File: src/hw/irp_pkg.sv
package irp_pkg;

	// Direct host locations.
	localparam logic [2:0] DIR_WDATA_LO = 3'h0;
	localparam logic [2:0] DIR_WDATA_HI = 3'h1;
	localparam logic [2:0] DIR_WADDR = 3'h2;
	localparam logic [2:0] DIR_RADDR = 3'h3;
	localparam logic [2:0] DIR_SEQ_CH0 = 3'h4;

	// Indirect address fields.
	localparam int CHAN_SEL_LSB = 12;
	localparam int IO_SEL_LSB = 8;
	localparam int SEL_W = 4;
	localparam int OFS_W = 8;
	localparam int MEM_AW = 5;
	localparam int NCHAN = 4;

	// Global locations.
	localparam logic [7:0] GLB_OUT_ROUTE = 8'h00;
	localparam logic [7:0] GLB_RNG_MAP = 8'h01;
	localparam logic [7:0] GLB_TEST_DATA = 8'h02;
	localparam logic [7:0] GLB_TEST_STROBE = 8'h03;
	localparam logic [7:0] GLB_SYNC_STROBE = 8'h04;
	localparam logic [7:0] GLB_SYNC_FEEDBACK = 8'h05;
	localparam logic [7:0] GLB_SOFT_RESET = 8'h06;

	// I/O control section offsets.
	localparam logic [7:0] IO_INPUT_FORMAT = 8'h00;
	localparam logic [7:0] IO_ROUTE_SLOT01 = 8'h01;
	localparam logic [7:0] IO_ROUTE_SLOT67 = 8'h04;
	localparam logic [7:0] IO_RNG_SYNC_CTRL = 8'h05;
	localparam logic [7:0] IO_SERIAL_CTRL = 8'h06;
	localparam logic [7:0] IO_SD1_SLOTS = 8'h07;
	localparam logic [7:0] IO_SD2_SLOTS = 8'h08;
	localparam logic [7:0] IO_DC_BLOCK = 8'h09;
	localparam logic [7:0] IO_SEQ_ORDER = 8'h0A;
	localparam logic [7:0] IO_RNG_CTRL = 8'h10;

	// Channel saturation register offset; a write clears the latched status.
	localparam logic [11:0] CH_SAT_OFS = 12'h01F;

	// Reset values.
	localparam logic [31:0] REG32_RST = 32'h0000_0000;
	localparam logic [15:0] REG16_RST = 16'h0000;

	// Host pins as sampled.
	typedef struct packed {
		logic ce_n;
		logic wr_n;
		logic rd_n;
		logic [2:0] addr;
		logic [15:0] data;
	} irp_pins_t;

	// Internal write strobe bundle.
	typedef struct packed {
		logic [SEL_W-1:0] sel;
		logic [11:0] ofs;
		logic [31:0] data;
	} irp_strobe_t;

endpackage : irp_pkg

File: src/hw/irp_sec_mem.sv
`timescale 1ns/1ps
module irp_sec_mem #(
	parameter int NSEC = 4,
	parameter int AW = 5,
	parameter int DW = 32
) (
	// Clock.
	input wire logic clk,
	// Write side, one enable per section.
	input wire logic [NSEC-1:0] wr_en,
	input wire logic [AW-1:0] wr_addr,
	input wire logic [DW-1:0] wr_data,
	// Read side, one-hot section select.
	input wire logic [NSEC-1:0] rd_sel,
	input wire logic [AW-1:0] rd_addr,
	output logic [DW-1:0] rd_data
);
	logic [DW-1:0] bank_q [NSEC];
	logic [DW-1:0] rd_next;

	genvar g;
	generate
		for (g = 0; g < NSEC; g++) begin : g_bank
			logic [DW-1:0] mem [2**AW];
			always_ff @(posedge clk) begin
				if (wr_en[g]) begin
					mem[wr_addr] <= wr_data;
				end
			end
			assign bank_q[g] = mem[rd_addr];
		end
	endgenerate

	// An illegal multi-bit read select ORs the banks; the host must avoid it.
	always_comb begin
		rd_next = '0;
		for (int i = 0; i < NSEC; i++) begin
			if (rd_sel[i]) begin
				rd_next = rd_next | bank_q[i];
			end
		end
	end

	always_ff @(posedge clk) begin
		rd_data <= rd_next;
	end

endmodule : irp_sec_mem

File: src/hw/irp_port.sv
`timescale 1ns/1ps
// Behaviour
// Write to location 0 loads holding bits 15:0, location 1 bits 31:16.
// Write to location 2 stores indirect address and strobes holding data out.
// Write to location 3 sets the same address, selects reads, no strobe.
// Read of location 0 gives target bits 15:0, location 1 bits 31:16.
// Reads of locations 4 to 7 give next sequenced word of channels 0 to 3.
// Select nibbles of the indirect address pick the I/O section or channel.
// Global 0000h holds output controls and channel routing, readable back.
// Global 0001h holds range control to auxiliary bus mapping, readable back.
// Global 0002h holds test data and enables; 0003 strobes test data in.
// 0004 and 0005 pulse sync output, 0005 also feeds first sync input; 0006 resets.
// Globals 0003 to 0006 read as zero; 0007 to 00FF are reserved.
// Section offset 00 is input format; 01 to 04 route slot pairs in order.
// Section offset 06 is serial control; 07 and 08 are serial slot formats.
// Offsets 05, 09, 0A, 10 hold range sync, DC block, read order, range control.
// Host waits 4 clocks after a location 2 write before writing 0 or 1.
// Bits 11:8 pick sections D to A; writes broadcast, reads need one bit.
// Bits 15:12 pick channels 3 to 0; writes broadcast, reads need one bit.
// Channel saturation status bits stick until the saturation register is written.
// Writes to locations 4 to 7 are ignored.
module irp_port #(
	parameter logic [7:0] REVISION = 8'h5A // Arbitrary value.
) (
	// Clock and reset.
	input wire logic clk,
	input wire logic reset_n,
	// Host bus pins.
	input wire logic ce_n,
	input wire logic wr_n,
	input wire logic rd_n,
	input wire logic [2:0] addr,
	input wire logic [15:0] data_in,
	output logic [15:0] data_out,
	output logic data_oe,
	// Channel side.
	input wire logic [irp_pkg::NCHAN-1:0] sat_event,
	input wire logic [irp_pkg::NCHAN*32-1:0] chan_rd_data,
	input wire logic [irp_pkg::NCHAN*16-1:0] seq_word,
	output logic [irp_pkg::NCHAN-1:0] seq_advance,
	output irp_pkg::irp_strobe_t chan_strobe,
	output logic chan_strobe_valid,
	// I/O section side.
	output irp_pkg::irp_strobe_t io_strobe,
	output logic io_strobe_valid,
	// Global controls and strobes.
	output logic [31:0] out_route_ctrl,
	output logic [31:0] range_map_ctrl,
	output logic [31:0] test_data_ctrl,
	output logic test_data_strobe,
	output logic sync_output_pulse,
	output logic first_sync_input,
	output logic soft_reset_pulse
);
	// Pin synchronisers: stage 1 feeds stage 2 only.
	irp_pkg::irp_pins_t pin_s1_reg, pin_s2_reg, pin_d_reg;
	irp_pkg::irp_pins_t pin_now;

	// Host side state.
	logic [31:0] hold_reg, hold_next;
	logic [15:0] iaddr_reg, iaddr_next;
	logic strobe_pend_reg, strobe_pend_next;
	logic [31:0] read_word_reg, read_word_next;
	logic [15:0] data_out_reg, data_out_next;
	logic data_oe_reg, data_oe_next;
	logic [irp_pkg::NCHAN-1:0] seq_adv_reg, seq_adv_next;

	// Target side state.
	logic [31:0] route_reg, route_next;
	logic [31:0] rmap_reg, rmap_next;
	logic [31:0] test_reg, test_next;
	logic [irp_pkg::NCHAN-1:0] sat_reg, sat_next;
	logic test_stb_reg, test_stb_next;
	logic sync_reg, sync_next;
	logic fsync_reg, fsync_next;
	logic srst_reg, srst_next;
	irp_pkg::irp_strobe_t cstb_reg, cstb_next, istb_reg, istb_next;
	logic cstb_v_reg, cstb_v_next, istb_v_reg, istb_v_next;

	// Decode helpers.
	logic wr_take, rd_done;
	logic [3:0] chan_sel, io_sel;
	logic [7:0] ofs8;
	logic is_global, is_io, is_chan, io_ofs_legal;
	logic [irp_pkg::NCHAN-1:0] mem_we;
	logic [31:0] mem_q;

	assign pin_now.ce_n = ce_n;
	assign pin_now.wr_n = wr_n;
	assign pin_now.rd_n = rd_n;
	assign pin_now.addr = addr;
	assign pin_now.data = data_in;

	always_ff @(posedge clk) begin
		pin_s1_reg <= pin_now;
		pin_s2_reg <= pin_s1_reg;
		pin_d_reg <= pin_s2_reg;
	end

	// The write is taken when wr_n returns high; address and data come from the cycle before,
	// so the host may change them together with the strobe edge.
	assign wr_take = pin_s2_reg.wr_n && !pin_d_reg.wr_n && !pin_d_reg.ce_n;
	assign rd_done = pin_s2_reg.rd_n && !pin_d_reg.rd_n && !pin_d_reg.ce_n;

	assign chan_sel = iaddr_reg[irp_pkg::CHAN_SEL_LSB +: irp_pkg::SEL_W];
	assign io_sel = iaddr_reg[irp_pkg::IO_SEL_LSB +: irp_pkg::SEL_W];
	assign ofs8 = iaddr_reg[irp_pkg::OFS_W-1:0];
	assign is_chan = |chan_sel;
	assign is_io = !is_chan && (|io_sel);
	assign is_global = !is_chan && !(|io_sel);
	// Only the documented section offsets are stored; the reserved ones are dropped.
	assign io_ofs_legal = (ofs8 <= irp_pkg::IO_SEQ_ORDER) || (ofs8 == irp_pkg::IO_RNG_CTRL);
	// A broadcast section write lands in every selected bank in the same cycle.
	assign mem_we = (strobe_pend_reg && is_io && io_ofs_legal) ? io_sel : '0;

	irp_sec_mem #(
		.NSEC(irp_pkg::NCHAN),
		.AW(irp_pkg::MEM_AW),
		.DW(32)
	) u_sec_mem (
		.clk(clk),
		.wr_en(mem_we),
		.wr_addr(ofs8[irp_pkg::MEM_AW-1:0]),
		.wr_data(hold_reg),
		.rd_sel(io_sel),
		.rd_addr(ofs8[irp_pkg::MEM_AW-1:0]),
		.rd_data(mem_q)
	);

	// Host side next state.
	always_comb begin
		hold_next = hold_reg;
		iaddr_next = iaddr_reg;
		strobe_pend_next = 1'b0;
		seq_adv_next = '0;
		if (wr_take) begin
			unique case (pin_d_reg.addr)
				irp_pkg::DIR_WDATA_LO: hold_next[15:0] = pin_d_reg.data;
				irp_pkg::DIR_WDATA_HI: hold_next[31:16] = pin_d_reg.data;
				irp_pkg::DIR_WADDR: begin
					iaddr_next = pin_d_reg.data;
					strobe_pend_next = 1'b1;
				end
				irp_pkg::DIR_RADDR: iaddr_next = pin_d_reg.data;
				default: ; // Locations 4 to 7 take no write.
			endcase
		end
		if (rd_done && pin_d_reg.addr[2]) begin
			seq_adv_next[pin_d_reg.addr[1:0]] = 1'b1;
		end
	end

	// Read source for the indirect read locations.
	always_comb begin
		read_word_next = '0;
		if (is_chan) begin
			for (int i = 0; i < irp_pkg::NCHAN; i++) begin
				if (chan_sel[i]) begin
					read_word_next = read_word_next | chan_rd_data[i*32 +: 32];
				end
			end
		end else if (is_io) begin
			// Reserved offsets are never written, so the memory would show unknown data there.
			read_word_next = io_ofs_legal ? mem_q : '0;
		end else if (iaddr_reg[15:8] == 8'h00) begin
			unique case (ofs8)
				irp_pkg::GLB_OUT_ROUTE: read_word_next = route_reg;
				irp_pkg::GLB_RNG_MAP: read_word_next = rmap_reg;
				irp_pkg::GLB_TEST_DATA: read_word_next = test_reg;
				default: read_word_next = '0; // Strobes and reserved read as zero.
			endcase
		end
	end

	// The output register is the third stage, so read data trail the strobe pins by three edges.
	always_comb begin
		data_oe_next = !pin_s2_reg.rd_n && !pin_s2_reg.ce_n;
		unique case (pin_s2_reg.addr)
			irp_pkg::DIR_WDATA_LO: data_out_next = read_word_reg[15:0];
			irp_pkg::DIR_WDATA_HI: data_out_next = read_word_reg[31:16];
			irp_pkg::DIR_WADDR: data_out_next = {REVISION, 1'b0, sat_reg[3], 1'b0, sat_reg[2],
				1'b0, sat_reg[1], 1'b0, sat_reg[0]};
			irp_pkg::DIR_RADDR: data_out_next = irp_pkg::REG16_RST;
			default: data_out_next = seq_word[pin_s2_reg.addr[1:0]*16 +: 16];
		endcase
	end

	always_ff @(posedge clk) begin
		if (!reset_n) begin
			hold_reg <= irp_pkg::REG32_RST;
			iaddr_reg <= irp_pkg::REG16_RST;
			strobe_pend_reg <= 1'b0;
			read_word_reg <= irp_pkg::REG32_RST;
			data_out_reg <= irp_pkg::REG16_RST;
			data_oe_reg <= 1'b0;
			seq_adv_reg <= '0;
		end else begin
			hold_reg <= hold_next;
			iaddr_reg <= iaddr_next;
			strobe_pend_reg <= strobe_pend_next;
			read_word_reg <= read_word_next;
			data_out_reg <= data_out_next;
			data_oe_reg <= data_oe_next;
			seq_adv_reg <= seq_adv_next;
		end
	end

	// Target side next state, driven by the internal write strobe.
	always_comb begin
		route_next = route_reg;
		rmap_next = rmap_reg;
		test_next = test_reg;
		test_stb_next = 1'b0;
		sync_next = 1'b0;
		fsync_next = 1'b0;
		srst_next = 1'b0;
		cstb_next = cstb_reg;
		istb_next = istb_reg;
		cstb_v_next = 1'b0;
		istb_v_next = 1'b0;
		sat_next = sat_reg;
		if (strobe_pend_reg && is_chan) begin
			cstb_next.sel = chan_sel;
			cstb_next.ofs = iaddr_reg[11:0];
			cstb_next.data = hold_reg;
			cstb_v_next = 1'b1;
			if (iaddr_reg[11:0] == irp_pkg::CH_SAT_OFS) begin
				sat_next = sat_next & ~chan_sel;
			end
		end
		if (strobe_pend_reg && is_io) begin
			istb_next.sel = io_sel;
			istb_next.ofs = iaddr_reg[11:0];
			istb_next.data = hold_reg;
			istb_v_next = 1'b1;
		end
		if (strobe_pend_reg && is_global && iaddr_reg[15:8] == 8'h00) begin
			unique case (ofs8)
				irp_pkg::GLB_OUT_ROUTE: route_next = hold_reg;
				irp_pkg::GLB_RNG_MAP: rmap_next = hold_reg;
				irp_pkg::GLB_TEST_DATA: test_next = hold_reg;
				irp_pkg::GLB_TEST_STROBE: test_stb_next = 1'b1;
				irp_pkg::GLB_SYNC_STROBE: sync_next = 1'b1;
				irp_pkg::GLB_SYNC_FEEDBACK: begin
					sync_next = 1'b1;
					fsync_next = 1'b1;
				end
				irp_pkg::GLB_SOFT_RESET: srst_next = 1'b1;
				default: ; // Reserved globals are ignored.
			endcase
		end
		// A saturation event in the clearing cycle is kept.
		sat_next = sat_next | sat_event;
	end

	always_ff @(posedge clk) begin
		if (!reset_n) begin
			route_reg <= irp_pkg::REG32_RST;
			rmap_reg <= irp_pkg::REG32_RST;
			test_reg <= irp_pkg::REG32_RST;
			sat_reg <= '0;
			test_stb_reg <= 1'b0;
			sync_reg <= 1'b0;
			fsync_reg <= 1'b0;
			srst_reg <= 1'b0;
			cstb_reg <= '0;
			istb_reg <= '0;
			cstb_v_reg <= 1'b0;
			istb_v_reg <= 1'b0;
		end else begin
			route_reg <= route_next;
			rmap_reg <= rmap_next;
			test_reg <= test_next;
			sat_reg <= sat_next;
			test_stb_reg <= test_stb_next;
			sync_reg <= sync_next;
			fsync_reg <= fsync_next;
			srst_reg <= srst_next;
			cstb_reg <= cstb_next;
			istb_reg <= istb_next;
			cstb_v_reg <= cstb_v_next;
			istb_v_reg <= istb_v_next;
		end
	end

	assign data_out = data_out_reg;
	assign data_oe = data_oe_reg;
	assign seq_advance = seq_adv_reg;
	assign chan_strobe = cstb_reg;
	assign chan_strobe_valid = cstb_v_reg;
	assign io_strobe = istb_reg;
	assign io_strobe_valid = istb_v_reg;
	assign out_route_ctrl = route_reg;
	assign range_map_ctrl = rmap_reg;
	assign test_data_ctrl = test_reg;
	assign test_data_strobe = test_stb_reg;
	assign sync_output_pulse = sync_reg;
	assign first_sync_input = fsync_reg;
	assign soft_reset_pulse = srst_reg;

endmodule : irp_port

File: config.mk
export PLATFORM = sky130hd
export DESIGN_NAME = irp_port
export DESIGN_NICKNAME = d
export VERILOG_FILES = /design/src/hw/irp_pkg.sv /design/src/hw/irp_sec_mem.sv /design/src/hw/irp_port.sv
export SDC_FILE = /design/constraint.sdc
export NUM_CORES = 2
export LEC_CHECK = 0
export BUFFER_PORTS_ARGS = -buffer_cell sky130_fd_sc_hd__buf_2
export CAP_MARGIN = 20
export CORE_ASPECT_RATIO = 1.4
export CORE_UTILIZATION = 62
export DETAILED_ROUTE_END_ITERATION = 7
export HOLD_SLACK_MARGIN = 0.05
export MAX_ROUTING_LAYER = met4
export PLACE_DENSITY = 0.79
export SYNTH_ARGS = -nofsm -noshare
export SYNTH_HDL_FRONTEND = slang
export SYNTH_SLANG_ARGS = --single-unit
File: constraint.sdc
create_clock -name clk -period 6.8 [get_ports clk]
set_clock_uncertainty 0.2 [all_clocks]
set_input_delay 0.34 -clock clk [delete_from_list [all_inputs] [get_ports clk]]
set_output_delay 0.34 -clock clk [all_outputs]
set_load 0.05 [all_outputs]
==> results.env <==
STATUS='complete, no violations'
SYNTH_AREA_LEADERS='edfxtp_1, mux2_2, mux4_2'
MAX_CLOCK_FREQ_MHz=234
GLOBAL_ROUTE.OVERFLOW_TOTAL=0
INITIAL_ANTENNA_VIOLATION_COUNT=47
DIEAREA_UM2=279000
CTS_MAX_PATH_BUFFERS=4
FINAL-INSTANCE-COUNT-EXCL-FILL=16400
POSTSYNTHAREAPERCELL_UM2=18.8
DRC=0
POST_SYNTH_NUM_CELL_TYPES=53
TIMING.MAX_SLEW.REL_SLACK_PCT=14.6
SYNTH_TOP_AREA_SHARE_PCT=71.6
DRTITER0DRC=12700
NETLIST_AREA_UM2=172000
PERIOD_UTILIZATION_POST_ROUTE_PCT=62.9
CP.BUFFERS_INVERTERS=1
SEQ_AREA_FRAC_SYNTH_PCT=76.3
VIAS=99100
DETAILED_PLACE_HPWL_MM=281
POST-ROUTE-WORST-SETUP-SLACK_NS=2.52
R2R_ENDPOINT='u_sec_mem.rd_data[29]'
HOLD_VIOL_FINAL=0
WORSTPATHMAXFANOUT=25
PATH_CELLS='nand4bb_4 -> buf_4 -> o221ai_1 -> nor4_1 -> nand3_1 -> nand4_1'
CP.REQUIRED_NS=7.46
PRE_CTS_WS_NS=2.69
HOLD_WS_NS=0.128
ROUTED_WL_MM=476
AVGROUTEDWIREPERCELL_UM=29.0
POWER.DENSITY_nW_PER_UM2=271
YOSYS_REGISTER_BITS=4499
NETLIST.TOP_CELL.BY_AREA='edfxtp_1'
INITIAL_UTILIZATION_PCT=62.3
ENDPOINT='u_sec_mem.rd_data[29]'
CP_SLOWEST_CELL='dfxtp_1'
FINAL_CORE_UTILIZATION_PCT=73.8
MULTIINPUTGATEAREA_UM2=48200
SYNTH_WARNINGS=0
CLOCKROOTBUFFER='clkbuf_16'
PLACEMENT.CELL_AREA_UM2=188000
SETUP_TNS_NS=0
FINAL_DESIGN_AREA_NO_FILL_UM2=203000
CTS.SINKS=4499
RESIZED_GATES_AFTER_CTS=0
GP_CONGESTION=0.922
RSZ0062_AT_GRT='no'
CORE.ROWCOUNT=228
REG2REGPATHDEPTH=6
SETUP.WORST_PATH.END_CLASS='register'
NUMBER_OF_BUFFERS_INSERTED_BY_POST_CTS_SETUP_REPAIR=0
TRITONCTS='done'
VERTICAL_EXTENT_OF_THE_DIE_UM=625
CTS-HTREE-LEVELS=5
SYNTH_EDF_COUNT=4096
CTS.REPORTEDPATHS.CLKPINSLEW_NS=0.06
TIMING_WORST_SLEW_PIN_VALUE_NS=1.27
IR_WORST_VDD_V=0.000265
SETUP.WORST_PATH.START_CLASS='register'
CPPEAKSTAGEDELAY_NS=0.97
MAIN_SYNTH_FF_TYPE='edfxtp_1'
MIN-DELAY-PATH-CLASS='reg -> reg'
LARGEST_REGISTER_FF_COUNT=4096
LAYOUT_NET_COUNT=12600
LEAKAGEPOWER_nW=73.4
LAYOUT.AREA.SEQ_UM2=131000
FINALMAXSLEWVIOLATIONS=0
REGMOSTFLOPS='u_sec_mem.g_bank.mem'
GRT_MAX_DEGREE=177
WORSTPATHARRIVAL_NS=4.94
PLACEDCELLCOUNT=15500
IO_BUFFERS=438
SETUP.WORST_PATH.CLASS='reg -> reg'
GRT_FIRST_PASS_WIRELENGTH_MM=669
POWER_mW=55.1
DRTANTENNAVIOLNETS=0
LAYOUT.FILLER_CELLS=15600
POSTSYNTH.ASYNCRESETSHARE_PCT=0
LAYOUT_CELL_SHARE_WITH_DRIVE_STRENGTH_BEYOND_1_PCT=22.4
DRT-VIAS-PER-INSTANCE=6.04
R2R_SETUP_SLACK_NS=2.52
AREAGROWTHSYNTHTOFINISH_PCT=18.4
INSERTION_DELAY_TO_THE_LATER_SINK_OF_THE_WORST_SKEW_PAIR_NS=0.93
TIMING.FINAL.SETUP_VIOLATIONS=0
TOTAL_CORE_AREA_UM2=276000
GRT_USE_TOTAL_PCT=35.0
TRITONCTS.NUM_BUFFERS=398
IOPINCOUNT=439
PERIOD_NEEDED_NS=4.28
DIE_WIDTH_UM=447
CRITICAL_PATH_DEPTH=6
DRT_PASS1_ITERATIONS=8
SYNTHCELLS=9145
CAP_VIOL_MAX_COUNT=0
FIRST_GLOBAL_VIAS=99700
TIMING.CRITICAL_PATH.MAX_DELAY_FAMILY='simple AND/OR/NAND/NOR gates'
==> worst min-delay path by stage <==
stage	cells after the start	slack, ns	startpoint	end
final	0	0.13	pin_s2_reg[15]	pin_d_reg[15]
after global routing	0	0.13	pin_s1_reg[18]	pin_s2_reg[18]
after CTS	3	0.06	sat_event[3]	sat_reg[3]
after detailed placement	0	0.11	pin_s1_reg[10]	pin_s2_reg[10]
after global placement	0	0.11	pin_s2_reg[4]	pin_d_reg[4]
after floorplan	0	0.11	pin_s2_reg[0]	pin_d_reg[0]
==> area by class of cell <==
cell class	count	area share (%)
flip-flops and latches	4499	64.5
inverters	1	0.00185
well taps	3680	2.26
diodes	54	0.0664
multi-input cells	6613	23.7
clock inverters	227	1.15
clock buffers	511	5.37
repair buffers	822	2.96
==> placed cells by master (no fill, tap or decap), drive strengths merged, types with 5 or more instances in the layout <==
master,netlist,final
edfxtp,4096,4096
o221ai,128,128
a31oi,26,26
nor2b,30,30
a21boi,224,224
clkinv,0,154
a22o,134,134
nand4bb,5,5
a221oi,32,32
a21oi,10,10
o22ai,513,513
nor4,131,131
nand2b,49,49
diode,0,54
inv,1,16
mux2i,308,308
clkinvlp,0,14
mux4,400,400
nand2,467,467
nor2,78,78
dlygate4sd3,0,146
bufinv,0,44
and3,9,9
mux2,1032,1032
conb,1,2560
a2bb2oi,26,26
nor3b,33,33
a221o,26,26
buf,325,673
dfxtp,403,403
nand3,51,51
o211ai,86,86
o21a,11,11
nand4,35,35
a22oi,8,8
and2,7,7
clkbuf,266,514
o21ai,167,167
==> timing repair <==
item,CTS,global route
endpoints found under the setup margin,0,0
endpoints found under the hold margin,191,0
hold buffers,146,0
==> cell usage after synthesis, types with 4 or more instances <==
| cell | count |
|---|---|
| o211a_1 | 4 |
| o21ai_0 | 167 |
| a22o_1 | 134 |
| nand4_1 | 34 |
| nand2_1 | 467 |
| o21a_1 | 11 |
| nor4_1 | 129 |
| mux2_2 | 1032 |
| a31oi_1 | 26 |
| dfxtp_1 | 403 |
| o22ai_1 | 513 |
| and3_1 | 9 |
| buf_1 | 34 |
| nor2_1 | 74 |
| buf_2 | 255 |
| o221ai_1 | 128 |
| mux2i_1 | 308 |
| buf_4 | 36 |
| edfxtp_1 | 4096 |
| a221oi_1 | 32 |
| nand2b_1 | 49 |
| a2bb2oi_1 | 26 |
| and2_1 | 7 |
| nand4b_1 | 4 |
| nand4bb_1 | 5 |
| a22oi_1 | 8 |
| nor2_2 | 4 |
| nand3b_1 | 4 |
| clkbuf_1 | 266 |
| nor3b_1 | 33 |
| a221o_1 | 26 |
| mux4_2 | 400 |
| a21oi_1 | 10 |
| o211ai_1 | 86 |
| nand3_1 | 51 |
| a21boi_0 | 82 |
| a21boi_1 | 142 |
| nor2b_1 | 30 |
==> power breakdown <==
| part | switching [mW] | total [mW] | internal [mW] |
|---|---|---|---|
| Clock | 9.94 | 23.0 | 13.0 |
| Sequential | 0.241 | 30.8 | 30.6 |
| Combinational | 0.839 | 1.34 | 0.501 |
==> worst reg2reg max path: cells and delay by family, from the launching register on <==
kind | cells | cell delay (ns)
and+or+nand+nor | 4 | 2.31
DFF | 1 | 0.97
buffers and inverters | 1 | 0.54
AOI/OAI and AO/OA | 1 | 0.18
==> routing by layer <==
layer / track usage (%) / vias to the layer above / part of all wire, %
met1: 38.4 / 50100 / 32
met5: - / - / 0
met4: 24.6 / 0 / 8.1
met3: 9.71 / 1566 / 11
li1: - / 41100 / -
met2: 55.4 / 6371 / 48
==> kinds of logic (layout without fill, tap and decap cells) <==
logic type / count (synthesis) / after routing / synth area share [%]
flops: 4499 / 4499 / 76.3
mux: 1740 / 1740 / 13.8
compound gates: 1398 / 1398 / 5.74
simple gates: 915 / 915 / 2.58
buf+inv: 592 / 1561 / 1.56
other cells: 1 / 2614 / 0.00218
(Power assumes the default switching activity.)
